==> src/hw/rmp_consts.svh <==
`ifndef RMP_CONSTS_SVH
`define RMP_CONSTS_SVH

// Register byte offsets
`define RMP_OFS_DATA_LO   8'h00
`define RMP_OFS_DATA_HI   8'h04
`define RMP_OFS_DIR_LO    8'h08
`define RMP_OFS_DIR_HI    8'h0C
`define RMP_OFS_PULL_LO   8'h10
`define RMP_OFS_PULL_HI   8'h14
`define RMP_OFS_CTRL      8'h18
`define RMP_OFS_CAUSE     8'h1C
`define RMP_OFS_STATUS    8'h20

// Control register fields
`define RMP_CTRL_IRQ_EN      0
`define RMP_CTRL_IRQ_RISE    1
`define RMP_CTRL_IRQ_PULL    2
`define RMP_CTRL_STOP_SELF   3
`define RMP_CTRL_OSC_RANGE   4
`define RMP_CTRL_EXT_OSC     5
`define RMP_CTRL_DBG_OUT_EN  6
`define RMP_CTRL_DBG_DATA    7
`define RMP_CTRL_W           8
`define RMP_CTRL_RESET       8'h00

// Reset cause register fields
`define RMP_CAUSE_POR     8'h80
`define RMP_CAUSE_PIN     8'h40
`define RMP_CAUSE_WDOG    8'h20
`define RMP_CAUSE_ILOP    8'h10
`define RMP_CAUSE_ILAD    8'h08
`define RMP_CAUSE_LVD     8'h02
`define RMP_CAUSE_NONE    8'h00

// Status register fields
`define RMP_STAT_BGND     0
`define RMP_STAT_IN_RST   1

// Reset sequence, in self-clock cycles
`define RMP_RST_DRIVE_CYC  6'h22
`define RMP_RST_SAMPLE_CYC 6'h26
`define RMP_CNT_W          6

// Debug link bit time, in debug clock cycles
`define RMP_DBG_BIT_CYC    5'h10
`define RMP_DBG_CNT_W      5

// Shared pins
`define RMP_NPINS          55
`define RMP_OSC_OUT_IDX    48
`define RMP_OSC_IN_IDX     49
`define RMP_KBI_UP_LO      4
`define RMP_KBI_UP_N       4

// AXI responses
`define RMP_RESP_OKAY      2'h0
`define RMP_RESP_SLVERR    2'h2
`endif

==> src/hw/rmp_pkg.sv <==
package rmp_pkg;
  // Reset sequencer states
  typedef enum logic [2:0] {
    RS_DRIVE,
    RS_WAIT,
    RS_SAMPLE,
    RS_RUN
  } rmp_rst_state_t;
endpackage

==> src/hw/rmp_pad_cell.sv <==
`timescale 1ns/10ps
`default_nettype none

module rmp_pad_cell (
  // Reset state
  input  wire logic in_reset,
  // Port register bits
  input  wire logic dir,
  input  wire logic data,
  input  wire logic pull_en,
  // Peripheral ownership
  input  wire logic periph_en,
  input  wire logic periph_oe,
  input  wire logic periph_out,
  input  wire logic force_pull,
  input  wire logic pull_down_sel,
  // Pad side
  input  wire logic pad_in_sync,
  output logic      pad_out,
  output logic      pad_oe,
  output logic      pull_up,
  output logic      pull_down,
  output logic      rd_value
);

  logic owned;
  logic pull_on;

  // Peripheral drives the buffer enable, otherwise the direction bit
  assign owned    = periph_en & ~in_reset;
  assign pad_oe   = in_reset ? 1'b0 : (owned ? periph_oe : dir);
  assign pad_out  = owned ? periph_out : data;
  // Direction bit picks latch or pin on read, owner or not
  assign rd_value = dir ? data : pad_in_sync;

  // Pull only while acting as input, and never in reset
  assign pull_on   = ~in_reset & ~pad_oe & (pull_en | force_pull);
  assign pull_down = pull_on & pull_down_sel;
  assign pull_up   = pull_on & ~pull_down_sel;

endmodule

`default_nettype wire

==> src/hw/rmp_top.sv <==
// Behaviour
// - On any reset drive reset pin low 34 self-clocks, release, sample 38 later.
// - After an internal reset the delayed reset pin sample is expected high.
// - Decode the reset cause and set its bit in the reset cause register.
// - Reset sequence is timed by the internal self-clock of roughly 8 MHz.
// - Self-clock is selectable as stop-recovery clock source.
// - Debug pin is mode select during reset, debug link right after.
// - At reset release pin high gives normal mode, pin low gives background mode.
// - Debug pin used as port bit is output only.
// - Debug link bit time is 16 debug clocks; debug clock may equal bus clock.
// - Debug pin is pseudo open drain with brief driven-high speedup pulses.
// - After reset all 55 shared pins are inputs with pulls off.
// - Peripheral owns output enable; direction bit still selects port read value.
// - Pull enable turns on pull whenever pin acts as input, even peripheral owned.
// - Upper four keypad pins at rising or high sensitivity get pulldown instead.
// - External interrupt pin set for rising edges gets pulldown instead of pullup.
// - With external oscillator driving the input, oscillator output pin is GPIO.
// - Range bit in clock control selects one of two crystal frequency ranges.
// - External interrupt function and its pull active only when pin enable set.
// - Keypad pin enabled falling forces pullup; enabled rising forces pulldown.
`timescale 1ns/10ps
`default_nettype none
`include "rmp_consts.svh"

module rmp_top
  import rmp_pkg::*;
#(
  parameter int NPINS    = `RMP_NPINS,
  parameter int SELF_DIV = 1
) (
  // Clock and reset
  input  wire logic             CLOCK,
  input  wire logic             SRST,
  // AXI4-Lite write address and data
  input  wire logic [7:0]       S_AXI_AWADDR,
  input  wire logic             S_AXI_AWVALID,
  output logic                  S_AXI_AWREADY,
  input  wire logic [31:0]      S_AXI_WDATA,
  input  wire logic [3:0]       S_AXI_WSTRB,
  input  wire logic             S_AXI_WVALID,
  output logic                  S_AXI_WREADY,
  // AXI4-Lite write response
  output logic [1:0]            S_AXI_BRESP,
  output logic                  S_AXI_BVALID,
  input  wire logic             S_AXI_BREADY,
  // AXI4-Lite read
  input  wire logic [7:0]       S_AXI_ARADDR,
  input  wire logic             S_AXI_ARVALID,
  output logic                  S_AXI_ARREADY,
  output logic [31:0]           S_AXI_RDATA,
  output logic [1:0]            S_AXI_RRESP,
  output logic                  S_AXI_RVALID,
  input  wire logic             S_AXI_RREADY,
  // Internal reset sources
  input  wire logic             LVD_RESET,
  input  wire logic             WDOG_RESET,
  input  wire logic             ILOP_RESET,
  input  wire logic             ILAD_RESET,
  // Reset pin
  input  wire logic             RESET_PIN_IN,
  output logic                  RESET_PIN_OUT,
  output logic                  RESET_PIN_OE,
  output logic                  SYS_RESET,
  // Debug mode select pin
  input  wire logic             DEBUG_LINK_PIN_IN,
  output logic                  DEBUG_LINK_PIN_OUT,
  output logic                  DEBUG_LINK_PIN_OE,
  output logic                  DEBUG_LINK_PULLUP,
  // Debug serial controller side
  input  wire logic             DBG_DRIVE_LOW,
  input  wire logic             DBG_SPEEDUP,
  output logic                  DBG_LINK_LEVEL,
  output logic                  DBG_BIT_TICK,
  output logic                  ACTIVE_BGND_MODE,
  // Clock generator controls
  output logic                  STOP_CLK_SELF,
  output logic                  OSC_RANGE_HIGH,
  // External interrupt pin
  input  wire logic             IRQ_PIN_IN,
  output logic                  IRQ_PULLUP,
  output logic                  IRQ_PULLDOWN,
  output logic                  IRQ_LEVEL,
  // Keypad unit controls for upper port bits
  input  wire logic [3:0]       KBI_UP_EN,
  input  wire logic [3:0]       KBI_UP_RISE,
  // Peripheral ownership of shared pins
  input  wire logic [NPINS-1:0] PERIPH_EN,
  input  wire logic [NPINS-1:0] PERIPH_OE,
  input  wire logic [NPINS-1:0] PERIPH_OUT,
  // Shared pins
  input  wire logic [NPINS-1:0] PAD_IN,
  output logic [NPINS-1:0]      PAD_OUT,
  output logic [NPINS-1:0]      PAD_OE,
  output logic [NPINS-1:0]      PAD_PULLUP,
  output logic [NPINS-1:0]      PAD_PULLDOWN
);

  localparam int HIW = NPINS - 32;

  rmp_rst_state_t              state_ff;
  logic [`RMP_CNT_W-1:0]       cnt_ff;
  logic [7:0]                  cause_ff;
  logic                        bgnd_ff;
  logic [15:0]                 div_ff;
  logic                        self_tick;
  logic                        in_reset;
  logic [NPINS-1:0]            pad_s1_ff, pad_s2_ff;
  logic [2:0]                  ctl_s1_ff, ctl_s2_ff;
  logic                        rst_pin_s, dbg_pin_s, irq_pin_s;
  logic [NPINS-1:0]            data_ff, dir_ff, pull_ff;
  logic [`RMP_CTRL_W-1:0]      ctrl_ff;
  logic [`RMP_DBG_CNT_W-1:0]   bit_cnt_ff;
  logic                        aw_got_ff, w_got_ff;
  logic [7:0]                  awaddr_ff;
  logic [31:0]                 wdata_ff;
  logic [3:0]                  wstrb_ff;
  logic                        do_write;
  logic                        wr_hit;
  logic [31:0]                 nxt_rdata;
  logic                        rd_hit;
  logic [NPINS-1:0]            rd_value;
  logic [NPINS-1:0]            eff_en, eff_oe, force_pull, pd_sel;
  logic [63:0]                 rd_wide, dir_wide, data_wide, pull_wide;

  // Byte lanes merged into an old word
  function automatic logic [31:0] merge_bytes(input logic [31:0] old_v, input logic [31:0] new_v,
                                              input logic [3:0] strb);
    logic [31:0] res;
    res = old_v;
    for (int b = 0; b < 4; b++) begin
      if (strb[b]) begin
        res[8*b +: 8] = new_v[8*b +: 8];
      end
    end
    return res;
  endfunction

  // Self-clock enable; approximates the reset-time oscillator
  always_ff @(posedge CLOCK) begin
    if (SRST || div_ff == 16'(SELF_DIV - 1)) begin
      div_ff <= 16'h0000;
    end else begin
      div_ff <= div_ff + 16'h0001;
    end
  end
  assign self_tick = (div_ff == 16'(SELF_DIV - 1));

  // Pin synchronisers; first stage feeds only the second
  always_ff @(posedge CLOCK) begin
    pad_s1_ff <= PAD_IN;
    pad_s2_ff <= pad_s1_ff;
    ctl_s1_ff <= {IRQ_PIN_IN, DEBUG_LINK_PIN_IN, RESET_PIN_IN};
    ctl_s2_ff <= ctl_s1_ff;
  end
  assign rst_pin_s = ctl_s2_ff[0];
  assign dbg_pin_s = ctl_s2_ff[1];
  assign irq_pin_s = ctl_s2_ff[2];

  // Reset sequencer; SRST counts as power-on
  always_ff @(posedge CLOCK) begin
    if (SRST) begin
      state_ff <= RS_DRIVE;
      cnt_ff   <= '0;
      cause_ff <= `RMP_CAUSE_POR;
    end else begin
      unique case (state_ff)
        RS_RUN: begin
          if (LVD_RESET | WDOG_RESET | ILOP_RESET | ILAD_RESET) begin
            state_ff <= RS_DRIVE;
            cnt_ff   <= '0;
            cause_ff <= (LVD_RESET ? `RMP_CAUSE_LVD : `RMP_CAUSE_NONE)
                      | (WDOG_RESET ? `RMP_CAUSE_WDOG : `RMP_CAUSE_NONE)
                      | (ILOP_RESET ? `RMP_CAUSE_ILOP : `RMP_CAUSE_NONE)
                      | (ILAD_RESET ? `RMP_CAUSE_ILAD : `RMP_CAUSE_NONE);
          end else if (!rst_pin_s) begin
            state_ff <= RS_DRIVE;
            cnt_ff   <= '0;
            cause_ff <= `RMP_CAUSE_PIN;
          end
        end
        RS_DRIVE: begin
          if (self_tick) begin
            if (cnt_ff == `RMP_RST_DRIVE_CYC - 6'h01) begin
              state_ff <= RS_WAIT;
              cnt_ff   <= '0;
            end else begin
              cnt_ff <= cnt_ff + 6'h01;
            end
          end
        end
        RS_WAIT: begin
          if (self_tick) begin
            if (cnt_ff == `RMP_RST_SAMPLE_CYC - 6'h01) begin
              state_ff <= RS_SAMPLE;
              cnt_ff   <= '0;
            end else begin
              cnt_ff <= cnt_ff + 6'h01;
            end
          end
        end
        RS_SAMPLE: begin
          // Low sample means someone outside still holds the pin
          if (self_tick) begin
            if (rst_pin_s) begin
              state_ff <= RS_RUN;
            end else begin
              cause_ff <= cause_ff | `RMP_CAUSE_PIN;
            end
          end
        end
        default: begin
          state_ff <= RS_DRIVE;
        end
      endcase
    end
  end

  assign in_reset      = (state_ff != RS_RUN);
  assign SYS_RESET     = in_reset;
  assign RESET_PIN_OUT = 1'b0;
  assign RESET_PIN_OE  = (state_ff == RS_DRIVE);

  // Mode latch at the release cycle, held until the next release; SRST clears it
  always_ff @(posedge CLOCK) begin
    if (SRST) begin
      bgnd_ff <= 1'b0;
    end else if (state_ff == RS_SAMPLE && self_tick && rst_pin_s) begin
      bgnd_ff <= ~dbg_pin_s;
    end
  end
  assign ACTIVE_BGND_MODE = bgnd_ff;

  // Debug bit timer at bus rate, 16 clocks a bit
  always_ff @(posedge CLOCK) begin
    if (SRST || in_reset || bit_cnt_ff == `RMP_DBG_BIT_CYC - 5'h01) begin
      bit_cnt_ff <= '0;
    end else begin
      bit_cnt_ff <= bit_cnt_ff + 5'h01;
    end
  end
  assign DBG_BIT_TICK = ~in_reset && (bit_cnt_ff == `RMP_DBG_BIT_CYC - 5'h01);

  // Debug pin: input in reset, link or output-only port after
  always_comb begin
    DEBUG_LINK_PIN_OE  = 1'b0;
    DEBUG_LINK_PIN_OUT = 1'b0;
    if (!in_reset) begin
      if (DBG_DRIVE_LOW | DBG_SPEEDUP) begin
        DEBUG_LINK_PIN_OE  = 1'b1;
        DEBUG_LINK_PIN_OUT = DBG_SPEEDUP & ~DBG_DRIVE_LOW;
      end else if (ctrl_ff[`RMP_CTRL_DBG_OUT_EN]) begin
        DEBUG_LINK_PIN_OE  = 1'b1;
        DEBUG_LINK_PIN_OUT = ctrl_ff[`RMP_CTRL_DBG_DATA];
      end
    end
  end
  assign DEBUG_LINK_PULLUP = in_reset | ~ctrl_ff[`RMP_CTRL_DBG_OUT_EN];
  assign DBG_LINK_LEVEL    = dbg_pin_s & ~in_reset;

  // Clock generator controls
  assign STOP_CLK_SELF  = ctrl_ff[`RMP_CTRL_STOP_SELF];
  assign OSC_RANGE_HIGH = ctrl_ff[`RMP_CTRL_OSC_RANGE];

  // External interrupt pin pulls, only while its function is on
  assign IRQ_PULLDOWN = ~in_reset & ctrl_ff[`RMP_CTRL_IRQ_EN] & ctrl_ff[`RMP_CTRL_IRQ_PULL]
                        & ctrl_ff[`RMP_CTRL_IRQ_RISE];
  assign IRQ_PULLUP   = ~in_reset & ctrl_ff[`RMP_CTRL_IRQ_EN] & ctrl_ff[`RMP_CTRL_IRQ_PULL]
                        & ~ctrl_ff[`RMP_CTRL_IRQ_RISE];
  assign IRQ_LEVEL    = irq_pin_s & ctrl_ff[`RMP_CTRL_IRQ_EN];

  // Ownership overrides: oscillator pins and upper keypad bits
  always_comb begin
    eff_en     = PERIPH_EN;
    eff_oe     = PERIPH_OE;
    force_pull = '0;
    pd_sel     = '0;
    eff_en[`RMP_OSC_IN_IDX] = 1'b1;
    eff_oe[`RMP_OSC_IN_IDX] = 1'b0;
    if (!ctrl_ff[`RMP_CTRL_EXT_OSC]) begin
      eff_en[`RMP_OSC_OUT_IDX] = 1'b1;
      eff_oe[`RMP_OSC_OUT_IDX] = 1'b0;
    end else begin
      eff_en[`RMP_OSC_OUT_IDX] = 1'b0;
    end
    for (int k = 0; k < `RMP_KBI_UP_N; k++) begin
      if (KBI_UP_EN[k]) begin
        eff_en[`RMP_KBI_UP_LO + k]     = 1'b1;
        eff_oe[`RMP_KBI_UP_LO + k]     = 1'b0;
        force_pull[`RMP_KBI_UP_LO + k] = 1'b1;
        pd_sel[`RMP_KBI_UP_LO + k]     = KBI_UP_RISE[k];
      end
    end
  end

  // One pad cell per shared pin
  for (genvar i = 0; i < NPINS; i++) begin : g_pad
    rmp_pad_cell u_pad (
      .in_reset      (in_reset),
      .dir           (dir_ff[i]),
      .data          (data_ff[i]),
      .pull_en       (pull_ff[i]),
      .periph_en     (eff_en[i]),
      .periph_oe     (eff_oe[i]),
      .periph_out    (PERIPH_OUT[i]),
      .force_pull    (force_pull[i]),
      .pull_down_sel (pd_sel[i]),
      .pad_in_sync   (pad_s2_ff[i]),
      .pad_out       (PAD_OUT[i]),
      .pad_oe        (PAD_OE[i]),
      .pull_up       (PAD_PULLUP[i]),
      .pull_down     (PAD_PULLDOWN[i]),
      .rd_value      (rd_value[i])
    );
  end

  // AXI write channel capture, either order
  assign S_AXI_AWREADY = ~aw_got_ff & ~S_AXI_BVALID;
  assign S_AXI_WREADY  = ~w_got_ff & ~S_AXI_BVALID;
  assign do_write      = aw_got_ff & w_got_ff & ~S_AXI_BVALID;
  always_ff @(posedge CLOCK) begin
    if (SRST) begin
      aw_got_ff    <= 1'b0;
      w_got_ff     <= 1'b0;
      awaddr_ff    <= 8'h00;
      wdata_ff     <= 32'h0000_0000;
      wstrb_ff     <= 4'h0;
      S_AXI_BVALID <= 1'b0;
      S_AXI_BRESP  <= `RMP_RESP_OKAY;
    end else begin
      if (S_AXI_AWVALID && S_AXI_AWREADY) begin
        aw_got_ff <= 1'b1;
        awaddr_ff <= S_AXI_AWADDR;
      end
      if (S_AXI_WVALID && S_AXI_WREADY) begin
        w_got_ff <= 1'b1;
        wdata_ff <= S_AXI_WDATA;
        wstrb_ff <= S_AXI_WSTRB;
      end
      if (do_write) begin
        aw_got_ff    <= 1'b0;
        w_got_ff     <= 1'b0;
        S_AXI_BVALID <= 1'b1;
        S_AXI_BRESP  <= wr_hit ? `RMP_RESP_OKAY : `RMP_RESP_SLVERR;
      end else if (S_AXI_BVALID && S_AXI_BREADY) begin
        S_AXI_BVALID <= 1'b0;
      end
    end
  end

  // Write decode; status words are read-only but mapped
  always_comb begin
    unique case (awaddr_ff)
      `RMP_OFS_DATA_LO, `RMP_OFS_DATA_HI, `RMP_OFS_DIR_LO, `RMP_OFS_DIR_HI,
      `RMP_OFS_PULL_LO, `RMP_OFS_PULL_HI, `RMP_OFS_CTRL, `RMP_OFS_CAUSE,
      `RMP_OFS_STATUS: wr_hit = 1'b1;
      default:         wr_hit = 1'b0;
    endcase
  end

  // Widened copies so both words share one decode
  assign dir_wide  = {{(64-NPINS){1'b0}}, dir_ff};
  assign data_wide = {{(64-NPINS){1'b0}}, data_ff};
  assign pull_wide = {{(64-NPINS){1'b0}}, pull_ff};
  assign rd_wide   = {{(64-NPINS){1'b0}}, rd_value};

  // Port registers; reset leaves all pins floating inputs
  always_ff @(posedge CLOCK) begin
    if (SRST || in_reset) begin
      data_ff <= '0;
      dir_ff  <= '0;
      pull_ff <= '0;
    end else if (do_write) begin
      unique case (awaddr_ff)
        `RMP_OFS_DATA_LO: data_ff[31:0]       <= merge_bytes(data_wide[31:0], wdata_ff, wstrb_ff);
        `RMP_OFS_DATA_HI: data_ff[NPINS-1:32] <= HIW'(merge_bytes(data_wide[63:32], wdata_ff, wstrb_ff));
        `RMP_OFS_DIR_LO:  dir_ff[31:0]        <= merge_bytes(dir_wide[31:0], wdata_ff, wstrb_ff);
        `RMP_OFS_DIR_HI:  dir_ff[NPINS-1:32]  <= HIW'(merge_bytes(dir_wide[63:32], wdata_ff, wstrb_ff));
        `RMP_OFS_PULL_LO: pull_ff[31:0]       <= merge_bytes(pull_wide[31:0], wdata_ff, wstrb_ff);
        `RMP_OFS_PULL_HI: pull_ff[NPINS-1:32] <= HIW'(merge_bytes(pull_wide[63:32], wdata_ff, wstrb_ff));
        default: ;
      endcase
    end
  end

  // Control register; kept through sequencer resets, cleared by SRST
  always_ff @(posedge CLOCK) begin
    if (SRST) begin
      ctrl_ff <= `RMP_CTRL_RESET;
    end else if (do_write && awaddr_ff == `RMP_OFS_CTRL && wstrb_ff[0]) begin
      ctrl_ff <= wdata_ff[`RMP_CTRL_W-1:0];
    end
  end

  // Read decode
  always_comb begin
    rd_hit    = 1'b1;
    nxt_rdata = 32'h0000_0000;
    unique case (S_AXI_ARADDR)
      `RMP_OFS_DATA_LO: nxt_rdata = rd_wide[31:0];
      `RMP_OFS_DATA_HI: nxt_rdata = rd_wide[63:32];
      `RMP_OFS_DIR_LO:  nxt_rdata = dir_wide[31:0];
      `RMP_OFS_DIR_HI:  nxt_rdata = dir_wide[63:32];
      `RMP_OFS_PULL_LO: nxt_rdata = pull_wide[31:0];
      `RMP_OFS_PULL_HI: nxt_rdata = pull_wide[63:32];
      `RMP_OFS_CTRL:    nxt_rdata = {24'h000000, ctrl_ff};
      `RMP_OFS_CAUSE:   nxt_rdata = {24'h000000, cause_ff};
      `RMP_OFS_STATUS: begin
        nxt_rdata[`RMP_STAT_BGND]   = bgnd_ff;
        nxt_rdata[`RMP_STAT_IN_RST] = in_reset;
      end
      default:          rd_hit = 1'b0;
    endcase
  end

  // AXI read channel, answer one cycle after address
  assign S_AXI_ARREADY = ~S_AXI_RVALID;
  always_ff @(posedge CLOCK) begin
    if (SRST) begin
      S_AXI_RVALID <= 1'b0;
      S_AXI_RDATA  <= 32'h0000_0000;
      S_AXI_RRESP  <= `RMP_RESP_OKAY;
    end else if (S_AXI_ARVALID && S_AXI_ARREADY) begin
      S_AXI_RVALID <= 1'b1;
      S_AXI_RDATA  <= nxt_rdata;
      S_AXI_RRESP  <= rd_hit ? `RMP_RESP_OKAY : `RMP_RESP_SLVERR;
    end else if (S_AXI_RVALID && S_AXI_RREADY) begin
      S_AXI_RVALID <= 1'b0;
    end
  end

endmodule

`default_nettype wire

==> config.mk <==
export PLATFORM = sky130hd
export DESIGN_NAME = rmp_top
export DESIGN_NICKNAME = d
export VERILOG_FILES = /design/src/hw/rmp_pkg.sv /design/src/hw/rmp_pad_cell.sv /design/src/hw/rmp_top.sv
export VERILOG_INCLUDE_DIRS = /design/src /design/src/hw
export SDC_FILE = /design/constraint.sdc
export NUM_CORES = 1
export LEC_CHECK = 0
export BUFFER_PORTS_ARGS = -buffer_cell sky130_fd_sc_hd__buf_2
export CAP_MARGIN = 0
export CORE_AREA = 4 4 220 222
export CTS_CLUSTER_DIAMETER = 60
export DETAILED_ROUTE_END_ITERATION = 16
export DIE_AREA = 0 0 224 226
export PLACE_DENSITY = 0.72
export SYNTH_ARGS = -nofsm -noshare
export SYNTH_HDL_FRONTEND = slang
export SYNTH_HIERARCHICAL = 1
export SYNTH_SLANG_ARGS = --single-unit
==> constraint.sdc <==
create_clock -name CLOCK -period 5.83 [get_ports CLOCK]
set_clock_uncertainty 0.1 [all_clocks]
set_input_delay 0.2915 -clock CLOCK [delete_from_list [all_inputs] [get_ports CLOCK]]
set_output_delay 0.2915 -clock CLOCK [all_outputs]
set_load 0.01 [all_outputs]
### Word level (Yosys, flattened, before mapping)

Index checks and enable logic that the tools add are counted.

* $add $sub $neg: 3
* equality and inequality tests: 32
* mux-type cells: 277
* bitwise gates (word level): 262
* reductions and logical operators: 49

Operators by type and width (count)
* $mux W1: 248
* $pmux W30 S8: 1
* $and A1 B1 Y1: 182
* $not A1 Y1: 68
* $reduce_and A3 Y1: 22
* $eq A8 B5 Y1 const B: 8
* $mux W6: 7
* $eq A8 B4 Y1 const B: 4
* $mux W3: 8
* $pmux W2 S9: 1
* $pmux W6 S3: 1
* $reduce_or A9 Y1: 2
* $add A16 B1 Y16 const B: 1
* $eq A8 B3 Y1 const B: 2
* $eq A8 B6 Y1 const B: 2
* $logic_not A16 Y1: 1
* $logic_not A8 Y1: 2
* $mux W8: 2
* $pmux W8 S2: 1
* $mux W7: 2
* $eq A6 B6 Y1 const B: 2
* $pmux W3 S4: 1
* $logic_and A1 B1 Y1: 10
* $ne A2 B2 Y1 const B: 5
* other kinds (22): 40

* bits in registers: 412
* input bits: 296
* output and inout bits: 275
* word-level logic and storage cells: 666

### Depth between registers and ports, before layout

* word-level depth: 9
* mapped depth: 8
* gate-level depth less buffers: 7

### By module

The synthesis kept the hierarchy.

Modules (own cells, without submodules)
* rmp_top: instances 1, cells each 1608, area each 14752.9 µm², sequential area each 8147.8 µm²
* rmp_pad_cell: instances 55, cells each 8, area each 81.3 µm², sequential area each 0.0 µm²

### Worst setup path after synthesis

Ideal clock, no wire load.

* path type: register -> output
* start point: register state_ff[1]
* end point: output port PAD_OUT[0]
* arrival: 5.736 ns
* data required time: 5.438 ns
* setup slack: -0.298 ns
* stages on the path, launching flop included: 6
* path buffers: 1
* path through: dfxtp_1 ha_1 clkbuf_1 inv_1 nand2b_1 mux2_2

* cells in the longest elaborated chain, start to end: 4

RTL lines
* start, declared: RTL line rmp_top.sv:100 `rmp_rst_state_t state_ff;`
* start signal, assigned: RTL line rmp_top.sv:162 `state_ff <= RS_DRIVE;`
* start signal, assigned: RTL line rmp_top.sv:169 `state_ff <= RS_DRIVE;`
* start signal, assigned: RTL line rmp_top.sv:176 `state_ff <= RS_DRIVE;`
* $ne A3 B2 Y1: RTL line rmp_top.sv:218 `assign in_reset = (state_ff != RS_RUN);`
* named net SYS_RESET: RTL line rmp_top.sv:63 `output logic SYS_RESET,`
* $not A1 Y1: RTL line rmp_pad_cell.sv:30 `assign owned = periph_en & ~in_reset;`
* $and A1 B1 Y1: RTL line rmp_pad_cell.sv:30
* $mux W1: RTL line rmp_pad_cell.sv:32 `assign pad_out = owned ? periph_out : data;`
* end, declared: RTL line rmp_top.sv:92 `output logic [NPINS-1:0] PAD_OUT,`

The timed path passes the listed nets, and every way through them passes these cells.

### Final worst setup path

* start point: register state_ff[1]
* end point: output port PAD_PULLUP[7]

* cells in the longest elaborated chain, start to end: 9

RTL lines
* $ne A3 B2 Y1 *: RTL line rmp_top.sv:218
* $not A1 Y1: RTL line rmp_pad_cell.sv:30, rmp_pad_cell.sv:37
* $and A1 B1 Y1: RTL line rmp_pad_cell.sv:30
* $mux W1 (2 in a row): RTL line rmp_pad_cell.sv:31 `assign pad_oe = in_reset ? 1'b0 : (owned ? periph_oe : dir);`
* $not A1 Y1: RTL line rmp_pad_cell.sv:37 `assign pull_on = ~in_reset & ~pad_oe & (pull_en | force_pull);`
* $and A1 B1 Y1 * (2 in a row): RTL line rmp_pad_cell.sv:37
* $and A1 B1 Y1 *: RTL line rmp_pad_cell.sv:39 `assign pull_up = pull_on & ~pull_down_sel;`
* end, declared: RTL line rmp_top.sv:94 `output logic [NPINS-1:0] PAD_PULLUP,`

Mark *: on every way between the ends. The rest lies on a longest branch, timed or not.

==> flow_metrics.tcl <==
set metrics [dict create \
    status "finished, final reports clean" \
    async_reset_ff_share_pct 0 \
    cellPowerDensity_nw_per_um2 250.4 \
    peakVddDrop_mv 0.1663 \
    yosysUniqueCellTypes 68 \
    setup_viol 0 \
    place.gp.congestion 0.9246 \
    synth.most_common_cell "dfxtp_1" \
    fmax_mhz 222.4 \
    slew_headroom_pct 12.99 \
    p_seq_share_pct 45.4 \
    clk_latency_ns 0.57 \
    hold_viol_final 0 \
    die_y_um 226 \
    synthFlopType "dfxtp_1" \
    synth_seq_area_share_pct 42.38 \
    clkTransAtPathRegs_ns 0.07 \
    p_leak_nw 10.50 \
    via_per_inst 5.433 \
    cts_sinks 407 \
    worstSetupPathType "register to output port" \
    routedWlPerCell_um 21.35 \
    num_io_pins 571 \
    clockBufferDepth 3 \
    ys_ff_latch 407 \
    worst_pin_slew_ns 1.298 \
    dieArea_um2 50620 \
    die_w_um 224 \
    grt_max_degree 84 \
    netSwitchingPower_mw 1.590 \
    max_cap_viol_count 0 \
    portBuffers 512 \
    drive_gt1_share_pct 33.63 \
    grt_setup_unrepaired "false" \
    grt_usage_pct 27.31 \
    fp.coreArea_um2 46360 \
    vias 18691 \
    crit_chain "ha_1 -> clkinvlp_4 -> buf_12 -> buf_4 -> nor4_2 -> buf_2" \
    dpl.hpwl_mm 52.40 \
    netlist_area_um2 19230 \
    yosys.area.top_type_share_pct 42.38 \
    fin_total_pwr_mw 6.419 \
    synth_top_area_cell "dfxtp_1" \
    detail-route-antenna-nets 0 \
    antenna_found_initial 8 \
    synthCells 2048 \
    grt_pass1_wl_mm 108.3 \
    cts_tree "yes" \
    grt-ovfl-total 0 \
    layout_min_cycle_time_ns 4.497 \
    required_ns 5.44 \
    post_cts_resized 0 \
    endpoint_kind "output port" \
    ctsRootBufferMaster "clkbuf_16" \
    critPathMaxFanout 80 \
    hold_class "primary input to register" \
    start_util_pct 41.47 \
    synth.area.top_cells "dfxtp_1 (42%), mux2_2 (7.7%), nand2_1 (5.7%)" \
    cp.arrival_ns 4.11 \
    drc 0 \
    cts_setup_buffers 0 \
    cp-start-kind "register" \
    dr.pass1.iters 6 \
    cts.htree.levels 2 \
    synthToLayoutAreaGrowth_pct 33.31 \
    final.period_utilization_pct 77.14 \
    switching_share_pct 24.78 \
    avgSynthCellArea_um2 9.388 \
    wl_mm 73.43 \
    grt_pass1_vias 18456 \
    cts_buffers 46 \
    drt_iter0_markers 1633 \
    tns_ns 0 \
    yosysWarningCount 6 \
    maxSlewViolCount 0 \
    intPower_mw 4.828 \
    p_comb_share_pct 9.1 \
    cp_slowest_stage_delay_ns 1.06 \
    cp_slowest_cell "clkinvlp_4" \
    synth-edff-count 0 \
    num_rows 79 \
    holdBufCountCts 109 \
    final_nets 3101 \
    synth_common_cells "dfxtp_1 (407), nand2_1 (292), a21oi_1 (199)" \
    clock_power_share_pct 45.6 \
]
## cell type report
class                   count  area [µm²]
diodes                      5       12.51
clock buffers              61        1309
clock inverters            21       212.7
fillers                  4025       20730
inverters                  19       75.07
multi-input cells        1674       11250
flip-flops and latches    407        8148
well taps                 607       759.5
repair buffers            646        3869
## cell usage in the layout, fill, tap and decap left out, types with 47 or more instances in the layout
cell	netlist	routed
nor4_2	56	55
buf_2	14	511
conb_1	2	159
nor4b_2	56	55
mux2_2	131	131
dlygate4sd3_1	0	109
mux2_4	55	55
clkbuf_16	0	47
nand2b_1	55	55
a22oi_1	47	47
dfxtp_1	407	407
nor2_1	149	148
mux2i_1	56	56
a21oi_1	199	198
nor2b_1	63	61
nand2_1	292	290
nand3_1	142	142
## stage by stage
stage	instances	utilization (%)	area (µm²)	hold slack [ns]	worst slack [ns]
2_1_floorplan	2205	-	19820	0.2096	0.8417
3_3_place_gp	3244	49.63	23010	0.2124	2.108
3_5_place_dp	3244	49.63	23010	0.2121	1.965
4_1_cts	3435	55.26	25620	0.04067	1.334
5_1_grt	3439	55.28	25630	0.07998	1.106
6_report	3440	55.29	25630	0.08104	1.333
## worst paths after layout
check | from | endpoint | slack, ns | cells after the start
setup reg to reg | S_AXI_BVALID | data_ff[34] | 2.88 | 5
hold / removal | SRST | cause_ff[7] | 0.08 | 3
hold reg to reg | pad_s1_ff[49] | pad_s2_ff[49] | 0.22 | 0
setup / recovery | state_ff[1] | PAD_PULLUP[7] | 1.33 | 6
## cell families after synthesis
logic type,after synthesis,share of synthesized area (%)
AOI/OAI and AO/OA,333,10.32
xor gates and xnor gates,15,0.6833
adders and majority gates,11,0.7159
buffers and inverters,124,2.571
DFF,407,42.38
muxes,248,15.59
other,2,0.03906
and+or+nand+nor,908,27.71
## power by group through the flow
stage	Clock, mW	Combinational (mW)	Sequential (mW)
after floorplan	0	0.287	2.95
after global placement	0	0.493	2.97
final	2.92	0.581	2.91
after CTS	2.97	0.570	2.91
after global routing	3.07	0.623	2.92
after detailed placement	0	0.505	2.97
## flip-flops by register name (all words and copies together) (netlist names), 4 cells and up
| name | cells |
|---|---|
| ctrl_ff | 8 |
| pad_s2_ff | 55 |
| wdata_ff | 32 |
| bit_cnt_ff | 5 |
| awaddr_ff | 8 |
| cause_ff | 6 |
| wstrb_ff | 4 |
| dir_ff | 55 |
| pull_ff | 55 |
| cnt_ff | 6 |
| pad_s1_ff | 55 |
| div_ff | 16 |
| S_AXI_RDATA | 32 |
| data_ff | 55 |
## per-layer routing
layer  global-route usage, %  up-vias  wire length (µm)  part of all wire [%]
li1                        -     8653                 -                     -
met1                   33.98     8809             28650                    39
met2                   45.85     1017             34700                    47
met3                   6.044      206              6994                   9.5
met4                   11.61        6              3043                   4.1
met5                       0        -                41                 0.056
## worst max-delay path: cells and delay by family, from the launching register on
kind	cells	cell delay [ns]
buffers and inverters	4	2.04
flip-flops	1	0.41
AND/OR/NAND/NOR	1	0.37
adder cells (fa/ha/maj)	1	0.61
Note: power is estimated with default switching activity, not from simulation.
